File: config.mk
export PLATFORM = sky130hd
export DESIGN_NAME = frp_top
export DESIGN_NICKNAME = d
export VERILOG_FILES = /design/src/design/frp_pkg.sv /design/src/design/frp_top.sv
export SDC_FILE = /design/constraint.sdc
export NUM_CORES = 2
export LEC_CHECK = 0
export ABC_CLOCK_PERIOD_IN_PS = 21900
export BUFFER_PORTS_ARGS = -buffer_cell sky130_fd_sc_hd__buf_4
export CORE_ASPECT_RATIO = 1.5
export CORE_UTILIZATION = 50
export DETAILED_ROUTE_END_ITERATION = 10
export PLACE_DENSITY = 0.63
export SLEW_MARGIN = 5
export SYNTH_ARGS = -nofsm -noshare
export SYNTH_HDL_FRONTEND = slang
export SYNTH_SLANG_ARGS = --single-unit
File: constraint.sdc
create_clock -name CLK -period 21.9 [get_ports CLK]
set_input_delay 1.095 -clock CLK [delete_from_list [all_inputs] [get_ports CLK]]
set_output_delay 1.095 -clock CLK [all_outputs]
set_load 0.1 [all_outputs]
File: src/design/frp_pkg.sv
// Purpose: Constants and types of the frequency protection block
// Assumes: 250 MHz clock, byte addressed Wishbone map
// Notes:   Frequencies and gradients are plain binary codes
package frp_pkg;
  // ----------------------------------------
  // Sizes
  // ----------------------------------------
  localparam int NUM_ELEM = 6;
  localparam int NUM_PH   = 3;
  localparam int FW       = 16;
  localparam int GW       = 17;
  localparam logic [3:0] WIN_MIN   = 4'h2;
  localparam logic [3:0] WIN_MAX   = 4'hA;
  localparam logic [3:0] WIN_RST   = 4'h2;
  localparam logic [3:0] STABF_RST = 4'h3;
  localparam logic [3:0] STABG_RST = 4'h1;
  localparam logic [15:0] VBLOCK_RST = 16'h0100;
  // ----------------------------------------
  // Timing
  // ----------------------------------------
  localparam int CLK_KHZ       = 250000;
  localparam int BLOCK_HOLD_MS = 500;
  localparam int FREQ_HOLD_MS  = 300;
  localparam int BLOCK_HOLD_CYC = BLOCK_HOLD_MS * CLK_KHZ;
  localparam int FREQ_HOLD_CYC  = FREQ_HOLD_MS * CLK_KHZ;
  // ----------------------------------------
  // Register map
  // ----------------------------------------
  localparam logic [7:0] ADR_VBLOCK = 8'h00;
  localparam logic [7:0] ADR_WINCFG = 8'h04;
  localparam logic [7:0] ADR_STATUS = 8'h08;
  localparam logic [7:0] ADR_GRAD0  = 8'h0C;
  localparam logic [3:0] ELEM_BASE  = 4'h4;
  localparam logic [1:0] EL_MODE  = 2'h0;
  localparam logic [1:0] EL_FTHR  = 2'h1;
  localparam logic [1:0] EL_GTHR  = 2'h2;
  localparam logic [1:0] EL_DELAY = 2'h3;
  localparam int WIN_LSB   = 0;
  localparam int STABF_LSB = 8;
  localparam int STABG_LSB = 16;
  localparam int POL_LSB   = 4;
  localparam int TRIP_LSB  = 8;
  localparam int BLK_BIT   = 16;
  // ----------------------------------------
  // Types
  // ----------------------------------------
  typedef enum logic [2:0] {
    M_OFF = 3'h0, M_UNDER = 3'h1, M_OVER = 3'h2,
    M_GRAD = 3'h3, M_UNDER_GRAD = 3'h4, M_OVER_GRAD = 3'h5
  } frp_mode_t;
  typedef enum logic [1:0] {P_POS = 2'h0, P_NEG = 2'h1, P_ABS = 2'h2} frp_pol_t;
  typedef enum logic [2:0] {
    S_RUN = 3'b001, S_BLOCKED = 3'b010, S_RECOVER = 3'b100
  } frp_blk_t;
endpackage

File: src/design/frp_top.sv
// Purpose: Six frequency / rate-of-change protection elements
// Assumes: Measurement front end on the same clock, one pulse per period
// Notes:   Gradient is frequency change over the window, in frequency codes
//
// Summary of operation
// - Underfrequency alarms at once below pickup
// - Underfrequency trips after full delay below pickup
// - Overfrequency alarms at once above pickup
// - Overfrequency trips after full delay above pickup
// - All three voltages low blocks frequency
// - Gradient computed per period at zero crossing
// - Gradient window two to ten periods
// - Gradient uses raw, unaveraged frequency
// - Frequency settling window, default three periods
// - Gradient stabilising window in periods
// - Gradient signed, positive means rising
// - Polarity: rise, fall or absolute
// - Gradient violation alarms and starts timer
// - Gradient trip if violation holds at expiry
// - Combined mode alarms on both conditions
// - Combined trip needs both at expiry
// - External block suppresses alarm and timer
// - Hold block 0.5 s, frequency zero 0.3 s
// - Six elements, each with own mode
`timescale 1ns/1ps
module frp_top #(
  parameter int BLOCK_HOLD = frp_pkg::BLOCK_HOLD_CYC,
  parameter int FREQ_HOLD  = frp_pkg::FREQ_HOLD_CYC
) (
  // Clock and reset
  input  wire logic        CLK,
  input  wire logic        RESETN,
  // Wishbone slave
  input  wire logic        WB_CYC_I,
  input  wire logic        WB_STB_I,
  input  wire logic        WB_WE_I,
  input  wire logic [7:0]  WB_ADR_I,
  input  wire logic [3:0]  WB_SEL_I,
  input  wire logic [31:0] WB_DAT_I,
  output logic      [31:0] WB_DAT_O,
  output logic             WB_ACK_O,
  // Measurement front end
  input  wire logic [15:0] LINE_VOLTAGE_A_B,
  input  wire logic [15:0] LINE_VOLTAGE_B_C,
  input  wire logic [15:0] LINE_VOLTAGE_C_A,
  input  wire logic [15:0] FREQ_A_B,
  input  wire logic [15:0] FREQ_B_C,
  input  wire logic [15:0] FREQ_C_A,
  input  wire logic [2:0]  ZERO_CROSS,
  // Element control and results
  input  wire logic [5:0]  ELEM_BLOCK,
  output logic      [5:0]  ALARM,
  output logic      [5:0]  TRIP,
  output logic             FREQ_BLOCKED
);
  localparam int NE = frp_pkg::NUM_ELEM;
  localparam int NP = frp_pkg::NUM_PH;
  localparam int FW = frp_pkg::FW;
  localparam int GW = frp_pkg::GW;

  // ----------------------------------------
  // Functions
  // ----------------------------------------
  function automatic logic [31:0] merge(input logic [31:0] old, input logic [31:0] nw,
                                        input logic [3:0] sel);
    logic [31:0] r;
    r = old;
    for (int b = 0; b < 4; b++) begin
      if (sel[b]) begin
        r[8*b +: 8] = nw[8*b +: 8];
      end
    end
    return r;
  endfunction

  function automatic logic elem_hit(input logic [7:0] adr, input logic [2:0] e);
    return (adr[7:4] == frp_pkg::ELEM_BASE + {1'b0, e}) && (adr[1:0] == 2'h0);
  endfunction

  function automatic logic ph_pick(input frp_pkg::frp_mode_t m, input frp_pkg::frp_pol_t pl,
                                   input logic [FW-1:0] f, input logic signed [GW-1:0] g,
                                   input logic [FW-1:0] ft, input logic [FW-1:0] gt);
    logic fu;
    logic fo;
    logic gc;
    logic signed [GW-1:0] t;
    t  = $signed({1'b0, gt});
    fu = (f != '0) && (f < ft);
    fo = f > ft;
    case (pl)
      frp_pkg::P_POS: gc = g > t;
      frp_pkg::P_NEG: gc = g < -t;
      frp_pkg::P_ABS: gc = (g > t) || (g < -t);
      default:        gc = 1'b0;
    endcase
    case (m)
      frp_pkg::M_UNDER:      ph_pick = fu;
      frp_pkg::M_OVER:       ph_pick = fo;
      frp_pkg::M_GRAD:       ph_pick = gc;
      frp_pkg::M_UNDER_GRAD: ph_pick = fu && gc;
      frp_pkg::M_OVER_GRAD:  ph_pick = fo && gc;
      default:               ph_pick = 1'b0;
    endcase
  endfunction

  // ----------------------------------------
  // Declarations
  // ----------------------------------------
  logic [FW-1:0]        volt [NP];
  logic [FW-1:0]        fin  [NP];
  logic [FW-1:0]        freq [NP];
  logic [FW-1:0]        hist [NP][10];
  logic [4:0]           seen [NP];
  logic [3:0]           run  [NP];
  logic signed [GW-1:0] graw [NP];
  logic signed [GW-1:0] grad [NP];
  logic [FW-1:0]        vblock;
  logic [3:0]           win;
  logic [3:0]           stabf;
  logic [3:0]           stabg;
  frp_pkg::frp_mode_t   mode [NE];
  frp_pkg::frp_pol_t    pol  [NE];
  logic [FW-1:0]        fthr [NE];
  logic [FW-1:0]        gthr [NE];
  logic [31:0]          dly  [NE];
  logic [31:0]          tmr  [NE];
  logic [NE-1:0]        pick;
  logic [NE-1:0]        blk_meta;
  logic [NE-1:0]        blk_s;
  frp_pkg::frp_blk_t    bstate;
  logic [31:0]          hold;
  logic                 all_low;
  logic                 freq_zero;
  logic                 wr;
  logic [31:0]          rd;
  logic [31:0]          wcfg_new;

  assign volt[0] = LINE_VOLTAGE_A_B;
  assign volt[1] = LINE_VOLTAGE_B_C;
  assign volt[2] = LINE_VOLTAGE_C_A;
  assign fin[0]  = FREQ_A_B;
  assign fin[1]  = FREQ_B_C;
  assign fin[2]  = FREQ_C_A;

  // ----------------------------------------
  // Wishbone slave
  // ----------------------------------------
  assign wr = WB_CYC_I && WB_STB_I && WB_WE_I && WB_ACK_O;

  always_ff @(posedge CLK or negedge RESETN) begin
    if (!RESETN) begin
      WB_ACK_O <= 1'b0;
    end else begin
      WB_ACK_O <= WB_CYC_I && WB_STB_I && !WB_ACK_O;
    end
  end

  always_comb begin
    rd = 32'h0;
    if (WB_ADR_I == frp_pkg::ADR_VBLOCK) begin
      rd = {16'h0, vblock};
    end else if (WB_ADR_I == frp_pkg::ADR_WINCFG) begin
      rd[frp_pkg::WIN_LSB +: 4]   = win;
      rd[frp_pkg::STABF_LSB +: 4] = stabf;
      rd[frp_pkg::STABG_LSB +: 4] = stabg;
    end else if (WB_ADR_I == frp_pkg::ADR_STATUS) begin
      rd[NE-1:0]                     = ALARM;
      rd[frp_pkg::TRIP_LSB +: NE]    = TRIP;
      rd[frp_pkg::BLK_BIT]           = FREQ_BLOCKED;
    end
    for (int p = 0; p < NP; p++) begin
      if (WB_ADR_I == frp_pkg::ADR_GRAD0 + 8'(4 * p)) begin
        rd = 32'(grad[p]);
      end
    end
    for (int e = 0; e < NE; e++) begin
      if (elem_hit({WB_ADR_I[7:4], 4'h0}, 3'(e))) begin
        case (WB_ADR_I[3:2])
          frp_pkg::EL_MODE:  rd = {26'h0, pol[e], 1'b0, mode[e]};
          frp_pkg::EL_FTHR:  rd = {16'h0, fthr[e]};
          frp_pkg::EL_GTHR:  rd = {16'h0, gthr[e]};
          default:           rd = dly[e];
        endcase
      end
    end
  end

  always_ff @(posedge CLK or negedge RESETN) begin
    if (!RESETN) begin
      WB_DAT_O <= 32'h0;
    end else if (WB_CYC_I && WB_STB_I && !WB_ACK_O) begin
      WB_DAT_O <= rd;
    end
  end

  // Global settings; window clamped to its legal span
  assign wcfg_new = merge({12'h0, stabg, 4'h0, stabf, 4'h0, win}, WB_DAT_I, WB_SEL_I);

  always_ff @(posedge CLK or negedge RESETN) begin
    if (!RESETN) begin
      vblock <= frp_pkg::VBLOCK_RST;
      win    <= frp_pkg::WIN_RST;
      stabf  <= frp_pkg::STABF_RST;
      stabg  <= frp_pkg::STABG_RST;
    end else if (wr && WB_ADR_I == frp_pkg::ADR_VBLOCK) begin
      vblock <= 16'(merge({16'h0, vblock}, WB_DAT_I, WB_SEL_I));
    end else if (wr && WB_ADR_I == frp_pkg::ADR_WINCFG) begin
      if (wcfg_new[3:0] < frp_pkg::WIN_MIN) begin
        win <= frp_pkg::WIN_MIN;
      end else if (wcfg_new[3:0] > frp_pkg::WIN_MAX) begin
        win <= frp_pkg::WIN_MAX;
      end else begin
        win <= wcfg_new[3:0];
      end
      stabf <= wcfg_new[frp_pkg::STABF_LSB +: 4];
      stabg <= wcfg_new[frp_pkg::STABG_LSB +: 4];
    end
  end

  // ----------------------------------------
  // Voltage blocking
  // ----------------------------------------
  always_comb begin
    all_low = 1'b1;
    for (int p = 0; p < NP; p++) begin
      all_low = all_low && (volt[p] < vblock);
    end
  end

  always_ff @(posedge CLK or negedge RESETN) begin
    if (!RESETN) begin
      bstate <= frp_pkg::S_BLOCKED;
      hold   <= 32'h0;
    end else begin
      case (bstate)
        frp_pkg::S_RUN: begin
          if (all_low) begin
            bstate <= frp_pkg::S_BLOCKED;
          end
        end
        frp_pkg::S_BLOCKED: begin
          hold <= 32'h0;
          if (!all_low) begin
            bstate <= frp_pkg::S_RECOVER;
          end
        end
        frp_pkg::S_RECOVER: begin
          if (all_low) begin
            bstate <= frp_pkg::S_BLOCKED;
          end else if (hold >= 32'(BLOCK_HOLD - 1)) begin
            bstate <= frp_pkg::S_RUN;
          end else begin
            hold <= hold + 32'h1;
          end
        end
        default: bstate <= frp_pkg::S_BLOCKED;
      endcase
    end
  end

  assign FREQ_BLOCKED = bstate != frp_pkg::S_RUN;
  assign freq_zero = (bstate == frp_pkg::S_BLOCKED) ||
                     (bstate == frp_pkg::S_RECOVER && hold < 32'(FREQ_HOLD));

  // ----------------------------------------
  // Per phase frequency and gradient
  // ----------------------------------------
  for (genvar p = 0; p < NP; p++) begin : g_ph
    logic signed [GW-1:0] diff;
    logic [3:0]           next_run;
    assign diff = $signed({1'b0, fin[p]}) - $signed({1'b0, hist[p][win - 4'h1]});
    always_comb begin
      next_run = 4'h1;
      if (diff != '0 && graw[p] != '0 && diff[GW-1] == graw[p][GW-1] && run[p] != 4'hF) begin
        next_run = run[p] + 4'h1;
      end
    end

    always_ff @(posedge CLK) begin
      if (ZERO_CROSS[p]) begin
        hist[p][0] <= fin[p];
        for (int k = 1; k < 10; k++) begin
          hist[p][k] <= hist[p][k-1];
        end
      end
    end

    always_ff @(posedge CLK or negedge RESETN) begin
      if (!RESETN) begin
        freq[p] <= '0;
        seen[p] <= 5'h0;
        run[p]  <= 4'h0;
        graw[p] <= '0;
        grad[p] <= '0;
      end else if (freq_zero) begin
        freq[p] <= '0;
        seen[p] <= 5'h0;
        run[p]  <= 4'h0;
        graw[p] <= '0;
        grad[p] <= '0;
      end else if (ZERO_CROSS[p]) begin
        freq[p] <= fin[p];
        if (seen[p] != 5'h1F) begin
          seen[p] <= seen[p] + 5'h1;
        end
        if (seen[p] >= {1'b0, win} + {1'b0, stabf}) begin
          graw[p] <= diff;
          run[p]  <= next_run;
          grad[p] <= (next_run >= stabg) ? diff : '0;
        end
      end
    end
  end

  // ----------------------------------------
  // Protection elements
  // ----------------------------------------
  always_ff @(posedge CLK or negedge RESETN) begin
    if (!RESETN) begin
      blk_meta <= '0;
      blk_s    <= '0;
    end else begin
      blk_meta <= ELEM_BLOCK;
      blk_s    <= blk_meta;
    end
  end

  for (genvar e = 0; e < NE; e++) begin : g_el
    logic        any;
    logic [31:0] mode_new;
    always_comb begin
      any = 1'b0;
      for (int p = 0; p < NP; p++) begin
        any = any || ph_pick(mode[e], pol[e], freq[p], grad[p], fthr[e], gthr[e]);
      end
    end
    assign pick[e] = any && !FREQ_BLOCKED && !blk_s[e];
    assign mode_new = merge({26'h0, pol[e], 1'b0, mode[e]}, WB_DAT_I, WB_SEL_I);

    always_ff @(posedge CLK or negedge RESETN) begin
      if (!RESETN) begin
        mode[e] <= frp_pkg::M_OFF;
        pol[e]  <= frp_pkg::P_ABS;
        fthr[e] <= '0;
        gthr[e] <= '0;
        dly[e]  <= 32'h0;
      end else if (wr && elem_hit({WB_ADR_I[7:4], 4'h0}, 3'(e))) begin
        case (WB_ADR_I[3:2])
          frp_pkg::EL_MODE: begin
            mode[e] <= (mode_new[2:0] > 3'h5) ? frp_pkg::M_OFF
                                              : frp_pkg::frp_mode_t'(mode_new[2:0]);
            pol[e]  <= (mode_new[frp_pkg::POL_LSB +: 2] == 2'h3) ? frp_pkg::P_ABS
                       : frp_pkg::frp_pol_t'(mode_new[frp_pkg::POL_LSB +: 2]);
          end
          frp_pkg::EL_FTHR: begin
            fthr[e] <= 16'(merge({16'h0, fthr[e]}, WB_DAT_I, WB_SEL_I));
          end
          frp_pkg::EL_GTHR: begin
            gthr[e] <= 16'(merge({16'h0, gthr[e]}, WB_DAT_I, WB_SEL_I));
          end
          default: dly[e] <= merge(dly[e], WB_DAT_I, WB_SEL_I);
        endcase
      end
    end

    // Delay timer restarts whenever the condition drops
    always_ff @(posedge CLK or negedge RESETN) begin
      if (!RESETN) begin
        tmr[e]   <= 32'h0;
        ALARM[e] <= 1'b0;
        TRIP[e]  <= 1'b0;
      end else begin
        ALARM[e] <= pick[e];
        TRIP[e]  <= pick[e] && (tmr[e] == dly[e]);
        if (!pick[e]) begin
          tmr[e] <= 32'h0;
        end else if (tmr[e] != dly[e]) begin
          tmr[e] <= tmr[e] + 32'h1;
        end
      end
    end

    // ----------------------------------------
    // Element checks
    // ----------------------------------------
    property p_alarm;
      @(posedge CLK) disable iff (!RESETN) $rose(pick[e]) |=> ALARM[e];
    endproperty
    a_alarm: assert property (p_alarm) else $error("alarm late");

    property p_trip_delay;
      @(posedge CLK) disable iff (!RESETN)
        $rose(TRIP[e]) |-> $past(pick[e]) && $past(tmr[e]) == $past(dly[e]);
    endproperty
    a_trip_delay: assert property (p_trip_delay) else $error("trip early");

    property p_trip_alarm;
      @(posedge CLK) disable iff (!RESETN) TRIP[e] |-> ALARM[e];
    endproperty
    a_trip_alarm: assert property (p_trip_alarm) else $error("trip alone");

    property p_drop;
      @(posedge CLK) disable iff (!RESETN) !pick[e] |=> !ALARM[e] && !TRIP[e] && tmr[e] == 0;
    endproperty
    a_drop: assert property (p_drop) else $error("no clear");

    property p_ext_block;
      @(posedge CLK) disable iff (!RESETN) blk_s[e] |=> !ALARM[e];
    endproperty
    a_ext_block: assert property (p_ext_block) else $error("block ignored");

    property p_mode_legal;
      @(posedge CLK) disable iff (!RESETN) mode[e] <= frp_pkg::M_OVER_GRAD;
    endproperty
    a_mode_legal: assert property (p_mode_legal) else $error("bad mode");

    c_trip: cover property (@(posedge CLK) disable iff (!RESETN) $rose(TRIP[e]));
  end

  // ----------------------------------------
  // Block checks
  // ----------------------------------------
  property p_ack_pulse;
    @(posedge CLK) disable iff (!RESETN) WB_ACK_O |=> !WB_ACK_O;
  endproperty
  a_ack_pulse: assert property (p_ack_pulse) else $error("ack too long");

  property p_all_low;
    @(posedge CLK) disable iff (!RESETN) all_low |=> FREQ_BLOCKED;
  endproperty
  a_all_low: assert property (p_all_low) else $error("no blocking");

  property p_hold;
    @(posedge CLK) disable iff (!RESETN)
      $fell(all_low) |=> (FREQ_BLOCKED && freq[0] == 0) [*8];
  endproperty
  a_hold: assert property (p_hold) else $error("hold short");

  property p_window;
    @(posedge CLK) disable iff (!RESETN) win >= frp_pkg::WIN_MIN && win <= frp_pkg::WIN_MAX;
  endproperty
  a_window: assert property (p_window) else $error("window out of span");

  property p_sign;
    @(posedge CLK) disable iff (!RESETN)
      ZERO_CROSS[0] && !freq_zero && seen[0] >= {1'b0, win} + {1'b0, stabf} &&
      fin[0] > hist[0][win - 4'h1] |=> !graw[0][GW-1];
  endproperty
  a_sign: assert property (p_sign) else $error("gradient sign");

  c_alarm: cover property (@(posedge CLK) disable iff (!RESETN) $rose(ALARM[0]));
  c_recover: cover property (@(posedge CLK) disable iff (!RESETN) $fell(FREQ_BLOCKED));
  c_grad: cover property (@(posedge CLK) disable iff (!RESETN) grad[0] != 0);
endmodule

[Word level (Yosys, flattened, before mapping)]
Memories as Yosys holds them, arrays and structs flattened.
Index checks and enable logic that the tools add are counted.
Storage, ports and cells
  flip-flop bits (word level): 903
  bits in latches: 0
  memory bits (writable): 480
  bits in read-only memories: 0
  bits of input ports: 154
  output and inout bits: 46
  memories: 1
Memory list
  hist: depth 3, width 160, rd ports 3, clocked after memory_dff 0, write ports 3, RTL line frp_top.sv:112  | logic [FW-1:0] hist [NP][10];
Cells by class
  add/subtract/negate cells: 24
  multiply operators: 0
  div/mod/pow operators: 0
  order comparisons: 92
  equality and inequality tests: 97
  shifts and indexed selects: 0
  muxes and demuxes: 169
  bitwise operators: 3
  reductions and logical operators: 230
Operators with widths (count)
  $mux W32: 23
  $pmux W32 S3: 6
  $mux W17: 21
  $lt A16 B16 Y1: 21
  $gt A17 B17 Y1: 18
  $lt A17 B17 Y1: 18
  $gt A16 B16 Y1: 18
  $add A32 B1 Y32 const B: 7
  $bmux W16 S4: 3
  $eq A32 B32 Y1: 6
  $mux W16: 12
  $ne A32 B32 Y1: 6
  $reduce_and A3 Y1: 52
  $neg A16 Y17: 6
  $reduce_bool A17 Y1: 6
  $logic_and A1 B1 Y1: 96
  $pmux W1 S5: 18
  $mux W4: 18
  $pmux W32 S2: 1
  $mux W6: 10
  $pmux W1 S3: 18
  $sub A16 B16 Y17: 3
  $reduce_bool A16 Y1: 3
  $mux W5: 9
  42 further kinds: 216

[Longest topological paths before layout]
  depth in word-level cells: 16
  gate-level depth with buffers: 33
  mapped depth without buffers: 27

[Least setup slack after synthesis]
OpenSTA, ideal clock, no wires.
  path type: reg-to-reg
  start: register win[0]
  end: register grad[10] (netlist bit)
  setup time: 67 ps
  data arrival time: 7864 ps
  data required time: 21833 ps
  path slack: 13970 ps
  stages on the path, launching flop included: 32
  cell sequence: dfrtp_1 clkbuf_1 buf_1 buf_1 buf_1 inv_1 ha_1 clkbuf_1 clkbuf_1 clkbuf_1 mux4_2 mux2_2 a21oi_1 ha_1 nor2b_1 o21a_1 o21a_1 o2111ai_1 o311ai_1 or4b_1 or4_4 nor4_4 nor2_1 and3_1 ha_1 nand2b_1 a21o_1 a21o_1 a21oi_1 nor3_1 clkbuf_1 a22o_1
On the way
  longest elaborated chain between the ends: 16
  elaborated cells between the ends (all ways): 21
  those cells by class: 3 x add/sub; 2 x order compare; 1 x eq/ne; 8 x mux; 1 x bitwise; 6 x reduce/logical
RTL lines
  start, declared: RTL line frp_top.sv:118  | logic [3:0] win;
  start signal, assigned: RTL line frp_top.sv:202  | win <= frp_pkg::WIN_RST;
  start signal, assigned: RTL line frp_top.sv:209  | win <= frp_pkg::WIN_MIN;
  start signal, assigned: RTL line frp_top.sv:211  | win <= frp_pkg::WIN_MAX;
  $sub A4 B1 Y4: RTL line frp_top.sv:271  | assign diff = $signed({1'b0, fin[p]}) - $signed({1'b0, hist[p][win - 4'h1]});
  $not A4 Y5 (not written as such): RTL line frp_top.sv:271
  $bmux W16 S4: RTL line frp_top.sv:271
  $mux W16 (not written as such) (2 in series): RTL line frp_top.sv:271
  $sub A16 B16 Y17: RTL line frp_top.sv:271
  $reduce_bool A17 Y1: RTL line frp_top.sv:274  | if (diff != '0 && graw[p] != '0 && diff[GW-1] == graw[p][GW-1] && run[p] != 4'hF) begin
  $logic_and A1 B1 Y1 (3 in series): RTL line frp_top.sv:274
  $mux W4: RTL line frp_top.sv:274
  $ge A4 B4 Y1: RTL line frp_top.sv:309  | grad[p] <= (next_run >= stabg) ? diff : '0;
  $mux W17: RTL line frp_top.sv:309
  $mux W17: RTL line frp_top.sv:306  | if (seen[p] >= {1'b0, win} + {1'b0, stabf}) begin
  $mux W17: RTL line frp_top.sv:301  | end else if (ZERO_CROSS[p]) begin
  $mux W17: RTL line frp_top.sv:295  | end else if (freq_zero) begin
  end signal, assigned by index: RTL line frp_top.sv:309
  end, declared: RTL line frp_top.sv:116  | logic signed [GW-1:0] grad [NP];
Several ways; a longest one is shown, not always the timed one. The select of a mux whose other input is x is not followed.
A chain may end at the register's enable or synchronous reset.

[Final worst setup path]
  start: register win[0]
  end: register grad[42] (netlist bit)
The elaborated chain is that of the path after synthesis.

==> results.cfg <==
[outcome]
status = finished, violations left
violations = slew limit

[clocking]
root_buffer = clkbuf_16
cts_setup_buffers = 0
cts_buffers = 143
cts.clk_slew.worst_paths_ns = 0.07
ctsHoldBuffers = 0
cts_tree = built
clock_sinks = 1383
post_cts_resized = 0
clock_path_buffers = 3
insertion_delay_ns = 0.83
htree_levels = 4

[place]
post-dp-hpwl_mm = 259.5
io_buffer_count = 199
placedCellCount = 10510
place_congestion = 1.027

[min_path]
min_path_type = primary input to asynchronous set/reset pin

[worst_setup_path]
cp-end-kind = flop
rr_worst_depth = 29
timing.rr.end = grad[42]
required_ns = 22.59
critPathMaxFanout = 54
worst-r2r-setup-slack_ns = 13.58
cp_top_family = compound AO/OA/AOI/OAI gates
setup.worst_path.start_class = flop
critical_path_class = flop to flop
cpMaxStageDelayCell = dfrtp_4
arrival_ns = 9.01
r2r-start = win[0]
critPathMaxStageDelay_ns = 1.07
crit_buf_inv = 5

[timing]
fmax_mhz = 120.2
min_period_over_period_pct = 37.99
setup_viol = 0
fin_hold_ws_ns = 0.2655
fin_tns_setup_ns = 0
max_slew_margin_pct = -2.425
maxSlewViolCount = 1
fin_crit_ns = 8.319
tightest_slew_ns = 1.536
finalHoldViolations = 0
finClkSkew_ns = 0.03943
grt_setup_unrepaired = false

[synthesis]
yosysSeqAreaShare_pct = 42.29
syn-instance-count = 8180
syn-num-nets = 9352
synth_cell_types = 99
yosysTopAreaCell = dfrtp_1
async_flop_share_pct = 65.29
synth_warnings = 0
synth_edf_count = 480
yosysTopAreaCellShare_pct = 25.47
synth.avg_cell_area_sq_um = 10.70
synthFlopType = dfrtp_1
ys_top_cells_by_area = dfrtp_1 25%, edfxtp_1 16%, ha_1 14%, mux2_2 4.0%, mux4_2 3.4%
synthesis.area_sq_um = 87550
synth-seq-cells = 1383

[die]
std_cell_rows = 187
start_util_pct = 50.50
ios = 200
die_w_um = 343.7
core-area_sq_um = 173400
die-area_sq_um = 176800
die_h_um = 514.5

[layout]
fin_cells = 10790
drive_gt1_share_pct = 13.27
area_delta_synth_final_pct = 10.91
finalNetCount = 9563
final_util_pct = 56.01

[route]
wirelength_mm = 354.5
dr.first_iter.drc_count = 7248
ant_nets = 0
routedWlPerCell_um = 32.85
vias_per_cell = 6.615
vias = 71390
drc = 0
dr.pass1.iters = 8

[global_route]
antenna_found_initial = 28
gr-total-overflow = 0
grt_usage_pct = 40.08
grt_max_degree = 178
grt_first_pass_wirelength_mm = 503.5
grt_pass1_vias = 70050

[power]
powerDensity_nw_per_um2 = 82.35
ir_worst_vdd_v = 0.0001084
p_leak_nw = 44.37
total_power_w = 0.007997

[flow_run]
cap_viol_max_count = 0
[sequential cells by signal, summed over array words and instances (netlist names), 6 cells and up]
name,cells
blk_meta,6
fthr,96
tmr,192
hist,480
dly,192
mode,18
freq,48
graw,51
gthr,96
seen,15
run,12
TRIP,6
ALARM,6
grad,51
pol,12
blk_s,6
vblock,16
WB_DAT_O,32
hold,32
[area by class of cell]
| cell class | count | area [sq um] |
|---|---|---|
| Antenna cell | 17 | 42.54 |
| Multi-Input combinational cell | 6172 | 48260 |
| Inverter | 325 | 1220 |
| Fill cell | 15020 | 76270 |
| Clock inverter | 65 | 804.5 |
| Clock buffer | 196 | 4084 |
| Tap cell | 2268 | 2838 |
| Timing Repair Buffer | 366 | 2820 |
| Sequential cell | 1383 | 37040 |
[layout by cell type (no fill, tap or decap), types with 74 or more instances in the layout]
| master | instances |
|---|---|
| a21o_1 | 167 |
| a21oi_1 | 396 |
| a22o_1 | 74 |
| buf_4 | 357 |
| clkbuf_16 | 147 |
| dfrtp_1 | 882 |
| edfxtp_1 | 480 |
| ha_1 | 1013 |
| inv_1 | 324 |
| mux2_2 | 313 |
| mux2i_1 | 200 |
| mux4_2 | 134 |
| nand2_1 | 571 |
| nand3_1 | 170 |
| nand4_1 | 205 |
| nor2_1 | 578 |
| nor2b_1 | 100 |
| nor3_1 | 271 |
| nor4_1 | 117 |
| o21a_1 | 80 |
| o21ai_0 | 387 |
| xnor2_1 | 298 |
| xor2_1 | 200 |
[per-stage QoR]
stage,cell area [sq um],setup WS (ns)
finish,97110,13.58
floorplan,87550,13.97
global route,97070,12.96
global placement,92160,13.56
CTS,97050,13.44
detailed placement,92160,13.49
[layer usage]
metal | share of wire [%] | up-vias | wire length, um | track usage (%)
met2 | 44 | 3628 | 156600 | 60.67
met4 | 11 | 26 | 38360 | 36.14
met3 | 8.7 | 1298 | 30700 | 9.906
met1 | 36 | 35350 | 128600 | 46.85
li1 | - | 31080 | - | -
met5 | 0.054 | - | 192 | 0
[report_power, final]
part           switching [W]  internal, W
Clock                0.00111      0.00147
Sequential          0.000149      0.00284
Combinational        0.00162     0.000795
[cell families (layout without fill, tap and decap cells)]
logic type | after synthesis | after routing | share of synthesized area (%)
buf+inv | 625 | 952 | 2.737
mux | 649 | 649 | 9.784
simple gates | 2345 | 2345 | 13.14
compound gates | 1660 | 1660 | 12.46
flops | 1383 | 1383 | 42.29
other cells | 0 | 17 | 0
xor+xnor | 500 | 500 | 5.002
fa+ha+maj | 1018 | 1018 | 14.58
[worst max path at each step]
stage | from | to | cells past startpoint
after floorplan | win[0] | grad[10] | 31
after global placement | win[0] | grad[50] | 29
after detailed placement | win[0] | grad[50] | 29
after CTS | win[0] | grad[35] | 25
after global routing | win[0] | grad[36] | 29
final | win[0] | grad[42] | 29
[synthesized netlist by cell type (37+ instances only)]
library cell	n
o21ai_0	389
a21oi_1	398
mux4_2	134
a211oi_1	57
a22o_1	74
ha_1	1014
nand4_1	205
o211ai_1	37
nand2b_1	68
nor2_1	580
mux2_2	313
o21a_1	80
o22ai_1	52
xor2_1	200
a21o_1	167
nand2_1	573
a31oi_1	55
a221oi_1	47
a22oi_1	44
nor2b_1	100
nor3_1	275
clkbuf_1	227
nand3_1	170
edfxtp_1	480
dfrtp_1	891
nor4_1	117
mux2i_1	201
buf_2	39
xnor2_1	300
and4_1	39
inv_1	325
and3_1	69
Note: power is estimated with default switching activity, not from simulation.
